<file path="config.mk">
export PLATFORM = sky130hd
export DESIGN_NAME = wdtaux_top
export DESIGN_NICKNAME = d
export VERILOG_FILES = /design/src/hw/wdtaux_pkg.sv /design/src/hw/wdtaux_top.sv /design/src/hw/wdtaux_tick.sv
export SDC_FILE = /design/constraint.sdc
export NUM_CORES = 1
export LEC_CHECK = 0
export BUFFER_PORTS_ARGS = -buffer_cell sky130_fd_sc_hd__buf_4
export CORE_UTILIZATION = 55
export DETAILED_ROUTE_END_ITERATION = 16
export PLACE_DENSITY = 0.87
export REMOVE_ABC_BUFFERS = 1
export SKIP_CTS_REPAIR_TIMING = 1
export SYNTH_ARGS = -nofsm -noshare
export SYNTH_HDL_FRONTEND = slang
export SYNTH_HIERARCHICAL = 1
export SYNTH_SLANG_ARGS = --single-unit
</file>
<file path="constraint.sdc">
create_clock -name hclk -period 3.9 [get_ports hclk]
set_input_delay 0.585 -clock hclk [delete_from_list [all_inputs] [get_ports hclk]]
set_output_delay 0.585 -clock hclk [all_outputs]
set_load 0.02 [all_outputs]
</file>
<file path="src/hw/wdtaux_pkg.sv">
package wdtaux_pkg;

    // ============================================================
    // Register indices and byte addresses
    // ============================================================
    // Printed offsets are not multiples of four, so each one is an index
    // and its byte address is four times the index.
    localparam logic [7:0] IDX_UNIT_SELECT = 8'hF1;
    localparam logic [7:0] IDX_TIMEOUT_VALUE = 8'hF2;
    localparam logic [7:0] IDX_CONFIG = 8'hF3;
    localparam logic [7:0] IDX_CONTROL = 8'hF4;
    localparam logic [7:0] IDX_IRQ_STATUS = 8'hF5;
    localparam logic [7:0] IDX_IRQ_MASK = 8'hF6;
    localparam logic [7:0] IDX_IRQ_LINES = 8'hF7;

    // ============================================================
    // Field positions and reset values
    // ============================================================
    localparam int UNIT_SECONDS_BIT = 7;
    localparam int CFG_GAME_BIT = 0;
    localparam int CFG_KBD_BIT = 1;
    localparam int CFG_MOUSE_BIT = 2;
    localparam int CFG_MAP_LSB = 4;
    localparam int CTRL_STATUS_BIT = 0;
    localparam int CTRL_FORCE_BIT = 2;
    localparam int CTRL_KBC_EN_BIT = 3;
    localparam logic [3:0] MAP_DISABLE = 4'h0;
    localparam logic [3:0] MAP_INVALID = 4'h2;
    localparam logic [7:0] REG_RESET = 8'h00;
    localparam logic [7:0] TIMEOUT_OFF = 8'h00;
    localparam logic [7:0] CTRL_WRITABLE = 8'h09;
    localparam logic [7:0] UNIT_WRITABLE = 8'h80;
    localparam logic [7:0] CFG_WRITABLE = 8'hF7;

    // Interrupt status layout: bit 0 is the expiry event.
    localparam int IRQ_EXPIRY_BIT = 0;
    localparam logic [7:0] IRQ_WRITABLE = 8'h01;

    // ============================================================
    // Bus encodings and timing
    // ============================================================
    localparam logic [1:0] HTRANS_NONSEQ = 2'h2;
    localparam logic [2:0] HSIZE_WORD = 3'h2;
    localparam int SECONDS_PER_MINUTE = 60;
    localparam int CLOCK_MHZ = 250;
    localparam longint CYCLES_PER_SECOND = longint'(CLOCK_MHZ) * 1000000;

    typedef struct packed {
        logic game_access;
        logic kbd_irq;
        logic mouse_irq;
    } wdtaux_restart_t;

endpackage : wdtaux_pkg

</file>
<file path="src/hw/wdtaux_top.sv">
// Chosen here: the AHB-Lite register port.
`timescale 1ns/1ps
// Notes on behaviour
// RULE1 - Timeout value zero disables counting expiry entirely.
// RULE2 - Timeout value is binary count of units, one to 255.
// RULE3 - Unit register top bit selects seconds when set, minutes when clear.
// RULE4 - Config bit 0 lets game port accesses restart the timer.
// RULE5 - Config bit 1 lets keyboard interrupts restart the timer.
// RULE6 - Config bit 2 lets mouse interrupts restart the timer.
// RULE7 - Config bits 7:4 pick the interrupt line; zero disables, two invalid.
// RULE8 - Control bit 0 reads one after timeout, zero while counting; here it stays one until software writes it to zero, even after a restart.
// RULE9 - Writing control bit 2 forces timeout and the bit self-clears.
// RULE10 - With control bit 3 set, controller line rising edge forces timeout.
// RULE11 - Line edge detector self-clears; pulse ORed with software force.
// RULE12 - Software writes zero to control upper four bits.
// RULE13 - Restart reloads counter; expiry sets status and raises mapped line.
module wdtaux_top #(
    parameter int unsigned SECOND_CYCLES = 32'(wdtaux_pkg::CYCLES_PER_SECOND)
) (
    // Clock and reset
    input wire logic hclk,
    input wire logic hresetn,
    // AHB-Lite slave
    input wire logic hsel,
    input wire logic [31:0] haddr,
    input wire logic [1:0] htrans,
    input wire logic hwrite,
    input wire logic [2:0] hsize,
    input wire logic [31:0] hwdata,
    input wire logic hready,
    output logic [31:0] hrdata,
    output logic hreadyout,
    output logic hresp,
    // Restart sources, same clock domain
    input wire wdtaux_pkg::wdtaux_restart_t restart_src,
    // Keyboard controller force line, asynchronous pin
    input wire logic kbc_force_line,
    // Interrupt outputs
    output logic [15:0] irq_lines,
    output logic irq
);

    initial begin
        if (SECOND_CYCLES < 2) begin
            $error("wdtaux_top: SECOND_CYCLES must be at least 2");
        end
    end

    // ============================================================
    // Bus slave
    // ============================================================
    logic wr_pend_q;
    logic [7:0] wr_idx_q;
    logic [7:0] acc_idx;
    logic acc;
    logic wr_en;

    assign acc = hsel && hready && (htrans == wdtaux_pkg::HTRANS_NONSEQ);
    assign acc_idx = haddr[9:2];
    assign wr_en = wr_pend_q;
    assign hreadyout = 1'b1;
    assign hresp = 1'b0;

    always_ff @(posedge hclk or negedge hresetn) begin
        if (!hresetn) begin
            wr_pend_q <= 1'b0;
            wr_idx_q <= 8'h00;
        end else begin
            wr_pend_q <= acc && hwrite;
            wr_idx_q <= acc_idx;
        end
    end

    function automatic logic wr_hit(input logic [7:0] idx);
        return wr_en && (wr_idx_q == idx);
    endfunction : wr_hit

    // ============================================================
    // Registers
    // ============================================================
    logic [7:0] unit_q;
    logic [7:0] timeout_q;
    logic [7:0] config_q;
    logic [7:0] control_q;
    logic [7:0] irq_stat_q;
    logic [7:0] irq_mask_q;
    logic expire;
    logic force_event;
    logic [7:0] load_val;

    // A timeout write reloads at once, so the counter takes the byte being written.
    assign load_val = wr_hit(wdtaux_pkg::IDX_TIMEOUT_VALUE) ? hwdata[7:0] : timeout_q;

    always_ff @(posedge hclk or negedge hresetn) begin
        if (!hresetn) begin
            unit_q <= wdtaux_pkg::REG_RESET;
            timeout_q <= wdtaux_pkg::REG_RESET;
            config_q <= wdtaux_pkg::REG_RESET;
            irq_mask_q <= wdtaux_pkg::REG_RESET;
        end else begin
            if (wr_hit(wdtaux_pkg::IDX_UNIT_SELECT)) begin
                unit_q <= hwdata[7:0] & wdtaux_pkg::UNIT_WRITABLE;
            end
            if (wr_hit(wdtaux_pkg::IDX_TIMEOUT_VALUE)) begin
                timeout_q <= hwdata[7:0];
            end
            if (wr_hit(wdtaux_pkg::IDX_CONFIG)) begin
                config_q <= hwdata[7:0] & wdtaux_pkg::CFG_WRITABLE;
            end
            if (wr_hit(wdtaux_pkg::IDX_IRQ_MASK)) begin
                irq_mask_q <= hwdata[7:0] & wdtaux_pkg::IRQ_WRITABLE;
            end
        end
    end

    // Status sets on timeout and wins over a software write in the same cycle.
    // RULE8 status flag
    // RULE12 reserved bits dropped
    always_ff @(posedge hclk or negedge hresetn) begin
        if (!hresetn) begin
            control_q <= wdtaux_pkg::REG_RESET;
        end else begin
            if (wr_hit(wdtaux_pkg::IDX_CONTROL)) begin
                control_q <= hwdata[7:0] & wdtaux_pkg::CTRL_WRITABLE;
            end
            if (expire) begin
                control_q[wdtaux_pkg::CTRL_STATUS_BIT] <= 1'b1;
            end
        end
    end

    always_ff @(posedge hclk or negedge hresetn) begin
        if (!hresetn) begin
            irq_stat_q <= wdtaux_pkg::REG_RESET;
        end else if (expire) begin
            irq_stat_q[wdtaux_pkg::IRQ_EXPIRY_BIT] <= 1'b1;
        end else if (wr_hit(wdtaux_pkg::IDX_IRQ_STATUS)) begin
            irq_stat_q <= irq_stat_q & ~(hwdata[7:0] & wdtaux_pkg::IRQ_WRITABLE);
        end
    end

    logic [15:0] rd_half;

    // A write in its data phase lands at the same edge as a read right behind it,
    // so that read is given the new contents rather than the old ones.
    function automatic logic [7:0] fwd(input logic [7:0] idx, input logic [7:0] cur,
        input logic [7:0] keep);
        return wr_hit(idx) ? (hwdata[7:0] & keep) : cur;
    endfunction : fwd

    always_comb begin
        rd_half = 16'h0000;
        unique case (acc_idx)
            wdtaux_pkg::IDX_UNIT_SELECT: begin
                rd_half = {8'h00, fwd(acc_idx, unit_q, wdtaux_pkg::UNIT_WRITABLE)};
            end
            wdtaux_pkg::IDX_TIMEOUT_VALUE: begin
                rd_half = {8'h00, load_val};
            end
            wdtaux_pkg::IDX_CONFIG: begin
                rd_half = {8'h00, fwd(acc_idx, config_q, wdtaux_pkg::CFG_WRITABLE)};
            end
            wdtaux_pkg::IDX_CONTROL: begin
                rd_half = {8'h00, fwd(acc_idx, control_q, wdtaux_pkg::CTRL_WRITABLE)
                    | (8'(expire) << wdtaux_pkg::CTRL_STATUS_BIT)};
            end
            wdtaux_pkg::IDX_IRQ_STATUS: begin
                rd_half = {8'h00, (8'(expire) << wdtaux_pkg::IRQ_EXPIRY_BIT) | (wr_hit(acc_idx)
                    ? irq_stat_q & ~(hwdata[7:0] & wdtaux_pkg::IRQ_WRITABLE) : irq_stat_q)};
            end
            wdtaux_pkg::IDX_IRQ_MASK: begin
                rd_half = {8'h00, fwd(acc_idx, irq_mask_q, wdtaux_pkg::IRQ_WRITABLE)};
            end
            wdtaux_pkg::IDX_IRQ_LINES: begin
                rd_half = irq_lines;
            end
            default: begin
                rd_half = 16'h0000;
            end
        endcase
    end

    // Read data is registered in the data phase; zero for unmapped indices.
    always_ff @(posedge hclk or negedge hresetn) begin
        if (!hresetn) begin
            hrdata <= 32'h0000_0000;
        end else if (acc && !hwrite) begin
            hrdata <= {16'h0000, rd_half};
        end
    end

    // ============================================================
    // Force sources
    // ============================================================
    logic [2:0] kbc_sync_q;
    logic kbc_level_q;
    logic kbc_rise;
    logic sw_force;

    // The pin is asynchronous; a change counts once stages two and three agree.
    always_ff @(posedge hclk or negedge hresetn) begin
        if (!hresetn) begin
            kbc_sync_q <= 3'h0;
            kbc_level_q <= 1'b0;
        end else begin
            kbc_sync_q <= {kbc_sync_q[1:0], kbc_force_line};
            if (kbc_sync_q[1] == kbc_sync_q[2]) begin
                kbc_level_q <= kbc_sync_q[2];
            end
        end
    end

    // RULE11 edge detect
    // A line held high gives one pulse only, so it cannot pin the timer.
    assign kbc_rise = kbc_sync_q[1] && kbc_sync_q[2] && !kbc_level_q;

    // RULE9 force write
    // The force bit is never stored, so it reads zero and needs no clearing.
    assign sw_force = wr_hit(wdtaux_pkg::IDX_CONTROL) && hwdata[wdtaux_pkg::CTRL_FORCE_BIT];

    // RULE10 line enable
    // RULE11 ORed force
    assign force_event = sw_force || (kbc_rise && control_q[wdtaux_pkg::CTRL_KBC_EN_BIT]);

    // ============================================================
    // Countdown
    // ============================================================
    logic [7:0] count_q;
    logic running_q;
    logic restart;
    logic unit_tick;
    logic count_expire;

    // RULE4 game restart
    // RULE5 keyboard restart
    // RULE6 mouse restart
    // Writing the timeout value also reloads, so a new value acts at once.
    assign restart = (restart_src.game_access && config_q[wdtaux_pkg::CFG_GAME_BIT])
        || (restart_src.kbd_irq && config_q[wdtaux_pkg::CFG_KBD_BIT])
        || (restart_src.mouse_irq && config_q[wdtaux_pkg::CFG_MOUSE_BIT])
        || wr_hit(wdtaux_pkg::IDX_TIMEOUT_VALUE);

    // RULE3 unit select
    wdtaux_tick #(
        .SECOND_CYCLES(SECOND_CYCLES)
    ) u_tick (
        .hclk(hclk),
        .hresetn(hresetn),
        .restart(restart),
        .seconds(unit_q[wdtaux_pkg::UNIT_SECONDS_BIT]),
        .unit_tick(unit_tick)
    );

    // RULE1 zero disables
    // RULE2 binary units
    assign count_expire = running_q && unit_tick && (count_q == 8'h01)
        && (timeout_q != wdtaux_pkg::TIMEOUT_OFF);
    assign expire = count_expire || force_event;

    // RULE13 reload on restart
    always_ff @(posedge hclk or negedge hresetn) begin
        if (!hresetn) begin
            count_q <= 8'h00;
            running_q <= 1'b0;
        end else if (restart) begin
            // A zero value never runs, so the counter cannot wrap below zero.
            count_q <= load_val;
            running_q <= (load_val != wdtaux_pkg::TIMEOUT_OFF);
        end else if (count_expire) begin
            count_q <= 8'h00;
            running_q <= 1'b0;
        end else if (running_q && unit_tick) begin
            count_q <= count_q - 8'h01;
        end
    end

    // ============================================================
    // Interrupt routing
    // ============================================================
    logic [3:0] map_sel;
    logic map_ok;

    assign map_sel = config_q[wdtaux_pkg::CFG_MAP_LSB +: 4];
    // RULE7 line mapping
    assign map_ok = (map_sel != wdtaux_pkg::MAP_DISABLE) && (map_sel != wdtaux_pkg::MAP_INVALID);

    // RULE13 mapped line
    always_ff @(posedge hclk or negedge hresetn) begin
        if (!hresetn) begin
            irq_lines <= 16'h0000;
        end else begin
            irq_lines <= 16'h0000;
            if (map_ok && control_q[wdtaux_pkg::CTRL_STATUS_BIT]) begin
                irq_lines[map_sel] <= 1'b1;
            end
        end
    end

    assign irq = |(irq_stat_q & irq_mask_q);

    // ============================================================
    // Checks
    // ============================================================
    property p_zero_disable;
        @(posedge hclk) disable iff (!hresetn)
        (timeout_q == wdtaux_pkg::TIMEOUT_OFF) |-> !count_expire && (count_q == 8'h00)
            && !running_q;
    endproperty
    a_zero_disable: assert property (p_zero_disable) else $error("expiry with timeout zero"); // RULE1

    property p_count_down;
        @(posedge hclk) disable iff (!hresetn)
        (running_q && unit_tick && !restart && count_q > 8'h01) |=> (count_q == $past(count_q) - 8'h01);
    endproperty
    a_count_down: assert property (p_count_down) else $error("count did not step down"); // RULE2

    property p_game_off;
        @(posedge hclk) disable iff (!hresetn)
        (restart_src.game_access && !config_q[wdtaux_pkg::CFG_GAME_BIT] && !restart_src.kbd_irq
            && !restart_src.mouse_irq && !wr_en) |-> !restart;
    endproperty
    a_game_off: assert property (p_game_off) else $error("disabled game restart acted"); // RULE4

    property p_restart_load;
        @(posedge hclk) disable iff (!hresetn)
        (restart && !wr_en) |=> (count_q == timeout_q)
            && (running_q == (timeout_q != wdtaux_pkg::TIMEOUT_OFF));
    endproperty
    a_restart_load: assert property (p_restart_load) else $error("restart did not reload"); // RULE13

    property p_status_set;
        @(posedge hclk) disable iff (!hresetn)
        expire |=> control_q[wdtaux_pkg::CTRL_STATUS_BIT]
            ##1 (control_q[wdtaux_pkg::CTRL_STATUS_BIT] || $past(wr_en));
    endproperty
    a_status_set: assert property (p_status_set) else $error("status flag not set"); // RULE8

    property p_sw_force;
        @(posedge hclk) disable iff (!hresetn)
        sw_force |=> control_q[wdtaux_pkg::CTRL_STATUS_BIT] && !control_q[wdtaux_pkg::CTRL_FORCE_BIT];
    endproperty
    a_sw_force: assert property (p_sw_force) else $error("force write failed"); // RULE9

    property p_kbc_gate;
        @(posedge hclk) disable iff (!hresetn)
        (kbc_rise && !control_q[wdtaux_pkg::CTRL_KBC_EN_BIT] && !sw_force) |-> !force_event;
    endproperty
    a_kbc_gate: assert property (p_kbc_gate) else $error("disabled line forced timeout"); // RULE10

    property p_edge_once;
        @(posedge hclk) disable iff (!hresetn)
        kbc_rise |=> !kbc_rise;
    endproperty
    a_edge_once: assert property (p_edge_once) else $error("edge pulse repeated"); // RULE11

    property p_map_line;
        @(posedge hclk) disable iff (!hresetn)
        (map_ok && control_q[wdtaux_pkg::CTRL_STATUS_BIT]) |=> irq_lines[$past(map_sel)] || $changed(config_q);
    endproperty
    a_map_line: assert property (p_map_line) else $error("mapped line not raised"); // RULE7

    c_count_expire: cover property (@(posedge hclk) disable iff (!hresetn) count_expire);
    c_kbc_force: cover property (@(posedge hclk) disable iff (!hresetn) kbc_rise && force_event);
    c_sw_force: cover property (@(posedge hclk) disable iff (!hresetn) sw_force);
    c_irq: cover property (@(posedge hclk) disable iff (!hresetn) irq);

endmodule : wdtaux_top

</file>
<file path="src/hw/wdtaux_tick.sv">
`timescale 1ns/1ps
// Divides the clock into a one-cycle enable once per time unit.
module wdtaux_tick #(
    parameter int unsigned SECOND_CYCLES = 32'(wdtaux_pkg::CYCLES_PER_SECOND)
) (
    // Clock and reset
    input wire logic hclk,
    input wire logic hresetn,
    // Unit control
    input wire logic restart,
    input wire logic seconds,
    output logic unit_tick
);

    initial begin
        if (SECOND_CYCLES < 2) begin
            $error("wdtaux_tick: SECOND_CYCLES must be at least 2");
        end
    end

    logic [31:0] cyc_q;
    logic [5:0] sec_q;
    logic sec_end;
    logic min_end;

    assign sec_end = (cyc_q == SECOND_CYCLES - 1);
    assign min_end = (sec_q == 6'(wdtaux_pkg::SECONDS_PER_MINUTE - 1));

    // Restart realigns the unit so a fresh count gets a whole first unit.
    always_ff @(posedge hclk or negedge hresetn) begin
        if (!hresetn) begin
            cyc_q <= 32'h0000_0000;
        end else if (restart || sec_end) begin
            cyc_q <= 32'h0000_0000;
        end else begin
            cyc_q <= cyc_q + 32'h0000_0001;
        end
    end

    always_ff @(posedge hclk or negedge hresetn) begin
        if (!hresetn) begin
            sec_q <= 6'h00;
        end else if (restart || (sec_end && min_end)) begin
            sec_q <= 6'h00;
        end else if (sec_end) begin
            sec_q <= sec_q + 6'h01;
        end
    end

    assign unit_tick = !restart && sec_end && (seconds || min_end);

endmodule : wdtaux_tick

</file>
# [Word level (Yosys, flattened, before mapping)]
# Index checks and enable logic that the tools add are counted.
[classes] addsub=3 eq_ne=20 order_cmp=2 n_reduce_logical=48 n_mux=22 n_bitwise=6
[ops] operator="case mux 16 bit (7 select lines)" n=1
[ops] operator="== test 8 bit, second input constant" n=13
[ops] operator="2-to-1 mux 8 bit" n=7
[ops] operator="adder 32 x 1 -> 32 bit, second input constant" n=1
[ops] operator="== test 32 x 28 -> 1 bit, second input constant" n=1
[ops] operator="2-to-1 mux 32 bit" n=1
[ops] operator="logical AND 1 bit" n=27
[ops] operator="2-to-1 mux 16 bit" n=1
[ops] operator="nonzero test 8 bit" n=2
[ops] operator="2-to-1 mux 6 bit" n=2
[ops] operator="AND 8 x 1 -> 8 bit" n=1
[ops] operator="AND 8 bit" n=1
[ops] operator="== test 8 x 1 -> 1 bit, second input constant" n=1
[ops] operator="== test 8 bit" n=1
[ops] operator="logical OR 1 bit" n=8
[ops] operator="2-to-1 mux 1 bit" n=8
[ops] operator="NOT 1 -> 8 bit" n=1
[ops] operator="bitwise OR 1 x 8 -> 8 bit" n=1
[ops] operator="nonzero test 2 bit" n=4
[ops] operator="OR reduction 8 bit" n=1
[ops] operator="subtractor 8 x 1 -> 8 bit, second input constant" n=1
[ops] operator="adder 6 x 1 -> 6 bit, second input constant" n=1
[ops] operator="== test 6 bit, second input constant" n=1
[ops] operator="less-than comparator 4 x 5 -> 1 bit, second input constant" n=1
[ops] operator="12 further kinds" n=14
[totals] out_inout_bits=51 in_bits=78 elab_cells=119 regBits=119

# [Logic depth before layout (Yosys ltp)]
# Gate-level depths: netlist of run 1.
[depth] word_depth=13 ltp_mapped=13

# [By module]
# Netlist of run 1, hierarchy kept.
[by_module_without_submodules] module="wdtaux_top" seq_area_each_um2=1851.8 cells_per_inst=343 n_inst=1 area_each_um2=3577.2
[by_module_without_submodules] module="wdtaux_tick" seq_area_each_um2=950.9 cells_per_inst=238 n_inst=1 area_each_um2=2174.6

# [Least setup slack after synthesis of run 1]
# Ideal clock, no wire load.
[synth_timing] path_type="in2reg" startpoint="in restart_src[2] in the netlist's numbering" endpoint="reg running_q" path_slack_ps=534 setup_ps=124 stages=10 arrival_ps=3242 required_time_ps=3776 path_cell_list="a222oi_1 -> nand2_1 -> clkbuf_1 -> clkbuf_1 -> nor4_1 -> nand2_1 -> nor4b_1 -> nand3_1 -> a31oi_1 -> a21oi_1"
[synth_via] elab_chain_len=11 elab_cells_between_ends=12
[synth_rtl] element="from (decl)" line="wdtaux_top.sv:35" source="input wire wdtaux_pkg::wdtaux_restart_t restart_src,"
[synth_rtl] element="logical AND 1 bit" line="wdtaux_top.sv:238" source="assign restart = (restart_src.game_access && config_q[wdtaux_pkg::CFG_GAME_BIT])"
[synth_rtl] element="logical OR 1 bit" line="wdtaux_top.sv:239" source="|| (restart_src.kbd_irq && config_q[wdtaux_pkg::CFG_KBD_BIT])"
[synth_rtl] element="logical OR 1 bit" line="wdtaux_top.sv:240" source="|| (restart_src.mouse_irq && config_q[wdtaux_pkg::CFG_MOUSE_BIT])"
[synth_rtl] element="logical OR 1 bit" line="wdtaux_top.sv:241" source="|| wr_hit(wdtaux_pkg::IDX_TIMEOUT_VALUE);"
[synth_rtl] element="net restart" line="wdtaux_top.sv:230" source="logic restart;"
[synth_rtl] element="logical NOT 1 bit" line="wdtaux_tick.sv:50" source="assign unit_tick = !restart && sec_end && (seconds || min_end);"
[synth_rtl] element="logical AND 1 bit (2 in series)" line="wdtaux_tick.sv:50"
[synth_rtl] element="net unit_tick" line="wdtaux_top.sv:231" source="logic unit_tick;"
[synth_rtl] element="logical AND 1 bit (2 in series)" line="wdtaux_top.sv:256" source="assign count_expire = running_q && unit_tick && (count_q == 8'h01)"
[synth_rtl] element="logical AND 1 bit" line="wdtaux_top.sv:257" source="&& (timeout_q != wdtaux_pkg::TIMEOUT_OFF);"
[synth_rtl] element="nonzero test 2 bit (no source line)"
[synth_rtl] element="to (signal assigned)" line="wdtaux_top.sv:268" source="running_q <= (load_val != wdtaux_pkg::TIMEOUT_OFF);"
[synth_rtl] element="to (decl)" line="wdtaux_top.sv:229" source="logic running_q;"
# The timed path passes the listed nets, and every way through them passes these cells.
# A chain may end at the register's enable or synchronous reset.

# [Worst setup path after layout of run 1]
[layout_timing] startpoint="reg u_tick.cyc_q[10]" endpoint="reg running_q"
[layout_via] elab_chain_len=7
[layout_rtl] element="from (decl)" line="wdtaux_tick.sv:21" source="logic [31:0] cyc_q;"
[layout_rtl] element="from (signal assigned)" line="wdtaux_tick.sv:36" source="cyc_q <= cyc_q + 32'h0000_0001;"
[layout_rtl] element="== test 32 x 28 -> 1 bit" line="wdtaux_tick.sv:26" source="assign sec_end = (cyc_q == SECOND_CYCLES - 1);"
[layout_rtl] element="logical AND 1 bit (2 in series)" line="wdtaux_tick.sv:50"
[layout_rtl] element="net unit_tick" line="wdtaux_top.sv:231"
[layout_rtl] element="logical AND 1 bit (2 in series)" line="wdtaux_top.sv:256"
[layout_rtl] element="logical AND 1 bit" line="wdtaux_top.sv:257"
[layout_rtl] element="nonzero test 2 bit (no source line)"
# The timed path passes the listed nets, and every way through them passes these cells.

==> results of run 1 <==
## stage by stage
stage	cell area, um^2	hold WS (ps)	total power, W	utilization
after global routing	6420	308	0.00235	0.645
after floorplan	5570	289	0.00146	-
after CTS	6420	282	0.00226	0.645
final	6420	274	0.00224	0.645
after detailed placement	6230	338	0.00157	0.626
after global placement	6230	337	0.00155	0.626
## flip-flops by register name (all words and copies together) (netlist names), 2 cells and up
signal / cells
wr_idx_q: 8
timeout_q: 8
control_q: 2
irq_lines: 16
u_tick/cyc_q: 32
hrdata: 16
count_q: 8
u_tick/sec_q: 6
kbc_sync_q: 3
config_q: 7
## final cells by class
cell class | instances | area (um^2)
Timing Repair Buffer | 66 | 495
Clock buffer | 9 | 124
Fill cell | 785 | 3530
Tap cell | 133 | 166
Sequential cell | 112 | 2800
Multi-Input combinational cell | 429 | 2700
Inverter | 17 | 63.8
Clock inverter | 6 | 68.8
## cell families after synthesis
group / after synthesis / synth area share
multiplexers: 29 / 0.0535
other: 2 / 0.00131
buffers and inverters: 58 / 0.0544
XOR/XNOR: 30 / 0.0457
flip-flops: 112 / 0.487
AO/OA/AOI/OAI: 102 / 0.109
AND/OR/NAND/NOR: 243 / 0.238
adder cells (fa/ha/maj): 5 / 0.0109
## where the power goes
group / leakage (nW) / internal [W] / total, W / switching, W
clock: 0.0957 / 0.000297 / 0.000689 / 0.000391
combinational: 1.20 / 0.000101 / 0.000256 / 0.000155
sequential: 1.50 / 0.00122 / 0.00130 / 0.0000779
## cell usage in the layout, fill, tap and decap left out, types with 5 or more instances in the layout
cell and count:
nor3_1 12, or4_1 15, mux2_2 13, and4_1 9, nand4b_1 5, nor2_1 41
dfrtp_1 112, or3_1 10, ha_1 5, nand3_1 21, mux2i_1 15, conb_1 20
o221ai_1 5, nand4_1 17, nor4_1 12, inv_1 17, o21ai_0 22, nand3b_1 6
xnor2_1 19, xor2_1 11, a21oi_1 46, clkbuf_8 9, nor2b_1 5, nand2_1 56
buf_4 66, and3_1 8, o31ai_1 13
## critical path, stage by stage (launching register included)
cell	delay, ps
dfrtp_1	480
or4b_1	560
or4_1	660
nor4_1	480
nand2_1	240
nor4b_1	310
buf_4	170
nand3_1	270
a31oi_1	270
a21oi_1	90
## final timing paths
check                                       from             to  cells past startpoint
min in group hclk                       haddr[9]    wr_idx_q[7]                      1
worst max-delay path            u_tick/cyc_q[10]      running_q                      9
worst max register to register  u_tick/cyc_q[10]      running_q                      9
max in group asynchronous                hresetn   irq_lines[6]                      2
worst min register to register     kbc_sync_q[0]  kbc_sync_q[1]                      0
worst min-delay path                     hresetn    config_q[0]                      1
## routing by layer
metal	wire length [um]	up-vias	GRT usage
li1	-	2188	-
met3	874	24	0.0401
met5	0	-	0
met4	238	0	0.0908
met1	5430	2298	0.327
met2	6280	235	0.407
==> metrics.md, run 1 <==
| Metric | Value |
|---|---|
| Setup TNS | 0 ps |
| Worst-path clk slew | between 100 and 150 ps |
| Final setup fails | 0 |
| First-pass GRT wire length | around 22000 um |
| DRC viols | 0 |
| RSZ-0062 raised after global routing | false |
| Pwr/cell area | roughly 350 nW/um^2 |
| Crit start category | flip-flop |
| Post-route insts no fill | about 770 |
| Peak supply drop | ~0.0003 V |
| Post-synth EDFFs | 0 |
| LEAKAGE | ~2.8 nW |
| DP HPWL | a little over 9000 um |
| Total track usage | 0.247 |
| GP Congestion | between 0.9 and 1 |
| Hold WC Path Type | input port to asynchronous set/reset pin |
| # clock sinks | around 110 |
| Largest net degree at the start of global routing | 63 |
| Initial Util | 0.578 |
| Total number of vias | between 4k and 5k |
| Final ANT Viol Nets | 0 |
| # rows | 36 |
| # nets final | about 720 |
| Die ar. | around 11000 um^2 |
| CP max FO | 9 |
| Congestion Overflow GR | 0 |
| DR WL/cell | 16.6 um |
| Num CTS Buffers | 9 |
| Clk_skew | 20.2 ps |
| Status | finished clean |
| Root Buffer | clkbuf_8 |
| Final hold vios | 0 |
| Core area | 9950 um^2 |
| Top-count cell post-synth | dfrtp_1 |
| Min cycle time layout | ~3600 ps |
| Mapped Avg Cell Area | slightly below 10 um^2 |
| Slew Limit Fails | 0 |
| FF-to-FF setup slack | approximately 270 ps |
| Die W | 104 um |
| Synth Flop Type | dfrtp_1 |
| Area fraction of the dominant cell type after synthesis | 0.487 |
| Crit path kind | flip-flop to flip-flop |
| Crit path DAT | just under 4000 ps |
| I/O pin total | roughly 130 |
| N_diodes | 0 |
| Worst Max-Slew Pin Slew | just under 1000 ps |
| Initial antenna violation count | 0 |
| Max Freq | ~280 MHz |
| CTS tree | done |
| DRT iter0 DRCs | ~360 |
| Max Root-Sink Buffers | 2 |
| Placed Cells | 757 |
| IO Port Bufs | 59 |
| Yosys warning count | 6 |
| Rel. slew slack | 0.358 |
| Vias per inst | just over 6 |
| Pre-CTS setup slack | around 310 ps |
| Syn Inst Count | between 500 and 600 |
| Top cells by count, synth | dfrtp_1 (112), nand2_1 (56), a21oi_1 (46), nor2_1 (41), o21ai_0 (22) |
| Vias in the first global route | roughly 4.5k |
| Worst EP required | about 4200 ps |
| WL final | roughly 13000 um |
| Post-synthesis async set-or-reset flop share | 1.00 |
| Max cap viols | 0 |
| Detailed Routing Iterations Pass 1 | 7 |
| CP endpoint kind | flip-flop |
| H-tree levels | 3 |
| Synth top area cells | dfrtp_1 (49%), a21oi_1 (4.0%), nand2_1 (3.7%) |
| Tcrit/Tclk final | 0.932 |
| Layout overhead on the synthesized area | 11.7% |
| Clk_lat worst skew | around 380 ps |
| Synth area leader | dfrtp_1 |
| Sequential area share after synthesis | 0.487 |
| Final WS setup | 265 ps |
| Yosys cell types | 60 |
| Ratio of cells with drive above 1 in the final layout | 0.160 |
| Die extent in y | about 100 um |
| Number of synthesized register bits | 112 |
| Synthesized area | ~5800 um^2 |
No activity file was read; power rests on OpenSTA's default activity.
==> inputs of run 2 (changes only) <==
Clock period 3.9 ns to 3.5 ns, I/O delays scaled along.
==> metrics.md, run 2 (synthesis gave the netlist of run 1 again) <==
| Metric | Value |
|---|---|
| FF-to-FF setup slack | 260 ps |
| Clk_skew | 15.8 ps |
| Congestion Overflow GR | 0 |
| Final ANT Viol Nets | 0 |
| Num CTS Buffers | 9 |
| Crit start category | flip-flop |
| Hold WC Path Type | input port to asynchronous set/reset pin |
| Detailed Routing Iterations Pass 1 | 5 |
| Post-route insts no fill | between 700 and 800 |
| Reg2Reg Depth | 9 |
| N_diodes | 0 |
| Total number of vias | roughly 4.7k |
| P_int | 0.00181 W |
| Net Sw Power | 0.000698 W |
| Worst Max-Slew Pin Slew | roughly 700 ps |
| Vias in the first global route | approximately 4.5k |
| LEAKAGE | 2.82 nW |
| # nets final | just over 700 |
| Status | finished clean |
| FF-to-FF End | running_q |
| CP endpoint kind | flip-flop |
| Largest regs | u_tick/cyc_q (32), hrdata (16), irq_lines (16) |
| DRC viols | 0 |
| Root Buffer | clkbuf_8 |
| Final hold vios | 0 |
| Worst-path clk slew | 110 ps |
| Commonest non-fill, non-tap cell in the layout | dfrtp_1 |
| H-tree levels | 3 |
| Total track usage | 0.240 |
| Max Root-Sink Buffers | 2 |
| RSZ-0062 raised after global routing | false |
| Max cap viols | 0 |
| Most frequent cells in the layout | dfrtp_1 (112), buf_4 (71), nand2_1 (56) |
| I/O pin total | approximately 130 |
| CP max FO | 9 |
| Met2 routed WL | around 6200 um |
| Initial antenna violation count | 0 |
| CTS tree | done |
| Clock Power Share | 0.310 |
| GP Congestion | 0.885 |
| Layout overhead on the synthesized area | 12.9% |
| Ratio of cells with drive above 1 in the final layout | 0.169 |
| Worst Hold Slack | 167 ps |
| Die ar. | approximately 11000 um^2 |
| Largest reg by FF count | u_tick/cyc_q |
| Initial Util | 0.578 |
| Met1 Wirelength | between 5000 and 6000 um |
| Filler cells | slightly below 800 |
| Die extent in y | roughly 100 um |
| Pwr/cell area | about 390 nW/um^2 |
| DP HPWL | just over 9000 um |
| Peak supply drop | around 0.00036 V |
| Clk_lat worst skew | 390 ps |
| # clock sinks | 112 |
| Cell Area, Placed | roughly 6300 um^2 |
| DRT iter0 DRCs | between 300 and 400 |
| Crit path kind | flip-flop to flip-flop |
| # rows | 36 |
| Register share of total power | 0.577 |
| Tcrit/Tclk final | 0.926 |
| Slew Limit Fails | 0 |
| Final setup fails | 0 |
| Rel. slew slack | 0.529 |
| Die W | around 100 um |
| WL final | between 10000 and 15000 um |
| IO Port Bufs | 59 |
| Vias per inst | 6.07 |
| Comb pwr share | 0.113 |
| Core area | about 10000 um^2 |
| Reg2reg start | u_tick/cyc_q[8] |
| Max Freq | a little over 300 MHz |
| Number of flip-flops in the largest register | 32 |
| Setup TNS | 0 ps |
| Finished Cell Area | 6490 um^2 |
| Crit path DAT | between 3000 and 4000 ps |
| Sw frac | 0.279 |
| Top Metal Used | met4 |
| DR WL/cell | between 15 and 20 um |
| Largest net degree at the start of global routing | roughly 60 |
| Wire length on met3 | between 800 and 900 um |
| First-pass GRT wire length | 21200 um |
| Worst EP required | about 3800 ps |
| Placed Cells | roughly 760 |
| Min cycle time layout | between 3000 and 4000 ps |
-- run 2: cell types whose count changed in the layout (fill, tap and decap cells not counted), sizes merged --
cell      change
clkinv        -3
buf           +6
clkinvlp      +3
clkbuf        +1
-- run 2: worst max-delay path: stages (launching register included) --
cell and delay, ps:
dfrtp_1 460, or4b_1 570, or4_1 580, nor4_2 270
nand2_1 150, nor4b_1 320, buf_4 180, nand3_1 270
a31oi_1 260, a21oi_1 80
-- run 2: final cells by class --
class                           count  area, um^2  share of cell area
Sequential cell                   112        2800               0.432
Multi-Input combinational cell    429        2710               0.417
Timing Repair Buffer               72         553              0.0852
Tap cell                          133         166              0.0256
Clock buffer                       10         128              0.0197
Clock inverter                      6        68.8              0.0106
Inverter                           17        63.8             0.00983
-- run 2: routing by layer --
layer	track usage	vias up
met3	0.0602	23
met4	0.0704	0
met1	0.316	2324
met2	0.391	189
met5	0	-
li1	-	2190
-- run 2: how the worst max path moves through the flow --
stage | start | end | slack (ps) | depth (start not counted)
floorplan | u_tick/cyc_q[10] | running_q | 280 | 8
global placement | u_tick/cyc_q[8] | running_q | 290 | 9
detailed placement | u_tick/cyc_q[8] | running_q | 220 | 9
CTS | u_tick/cyc_q[8] | running_q | 200 | 9
global route | u_tick/cyc_q[8] | count_q[4] | 70 | 9
finish | u_tick/cyc_q[8] | running_q | 260 | 9
-- run 2: through the flow --
step / util / setup slack, ps / total power [W]
final: 0.652 / 260 / 0.00250
after detailed placement: 0.632 / 223 / 0.00175
after global placement: 0.632 / 294 / 0.00173
after global routing: 0.652 / 68.3 / 0.00262
after floorplan: - / 277 / 0.00163
after CTS: 0.652 / 204 / 0.00252
-- run 2: power groups by stage --
stage	sequential [W]	clock, W	combinational [W]
floorplan	0.00145	0	0.000180
detailed placement	0.00147	0	0.000287
finish	0.00145	0.000775	0.000284
global route	0.00146	0.000846	0.000319
CTS	0.00144	0.000792	0.000288
global placement	0.00146	0	0.000272
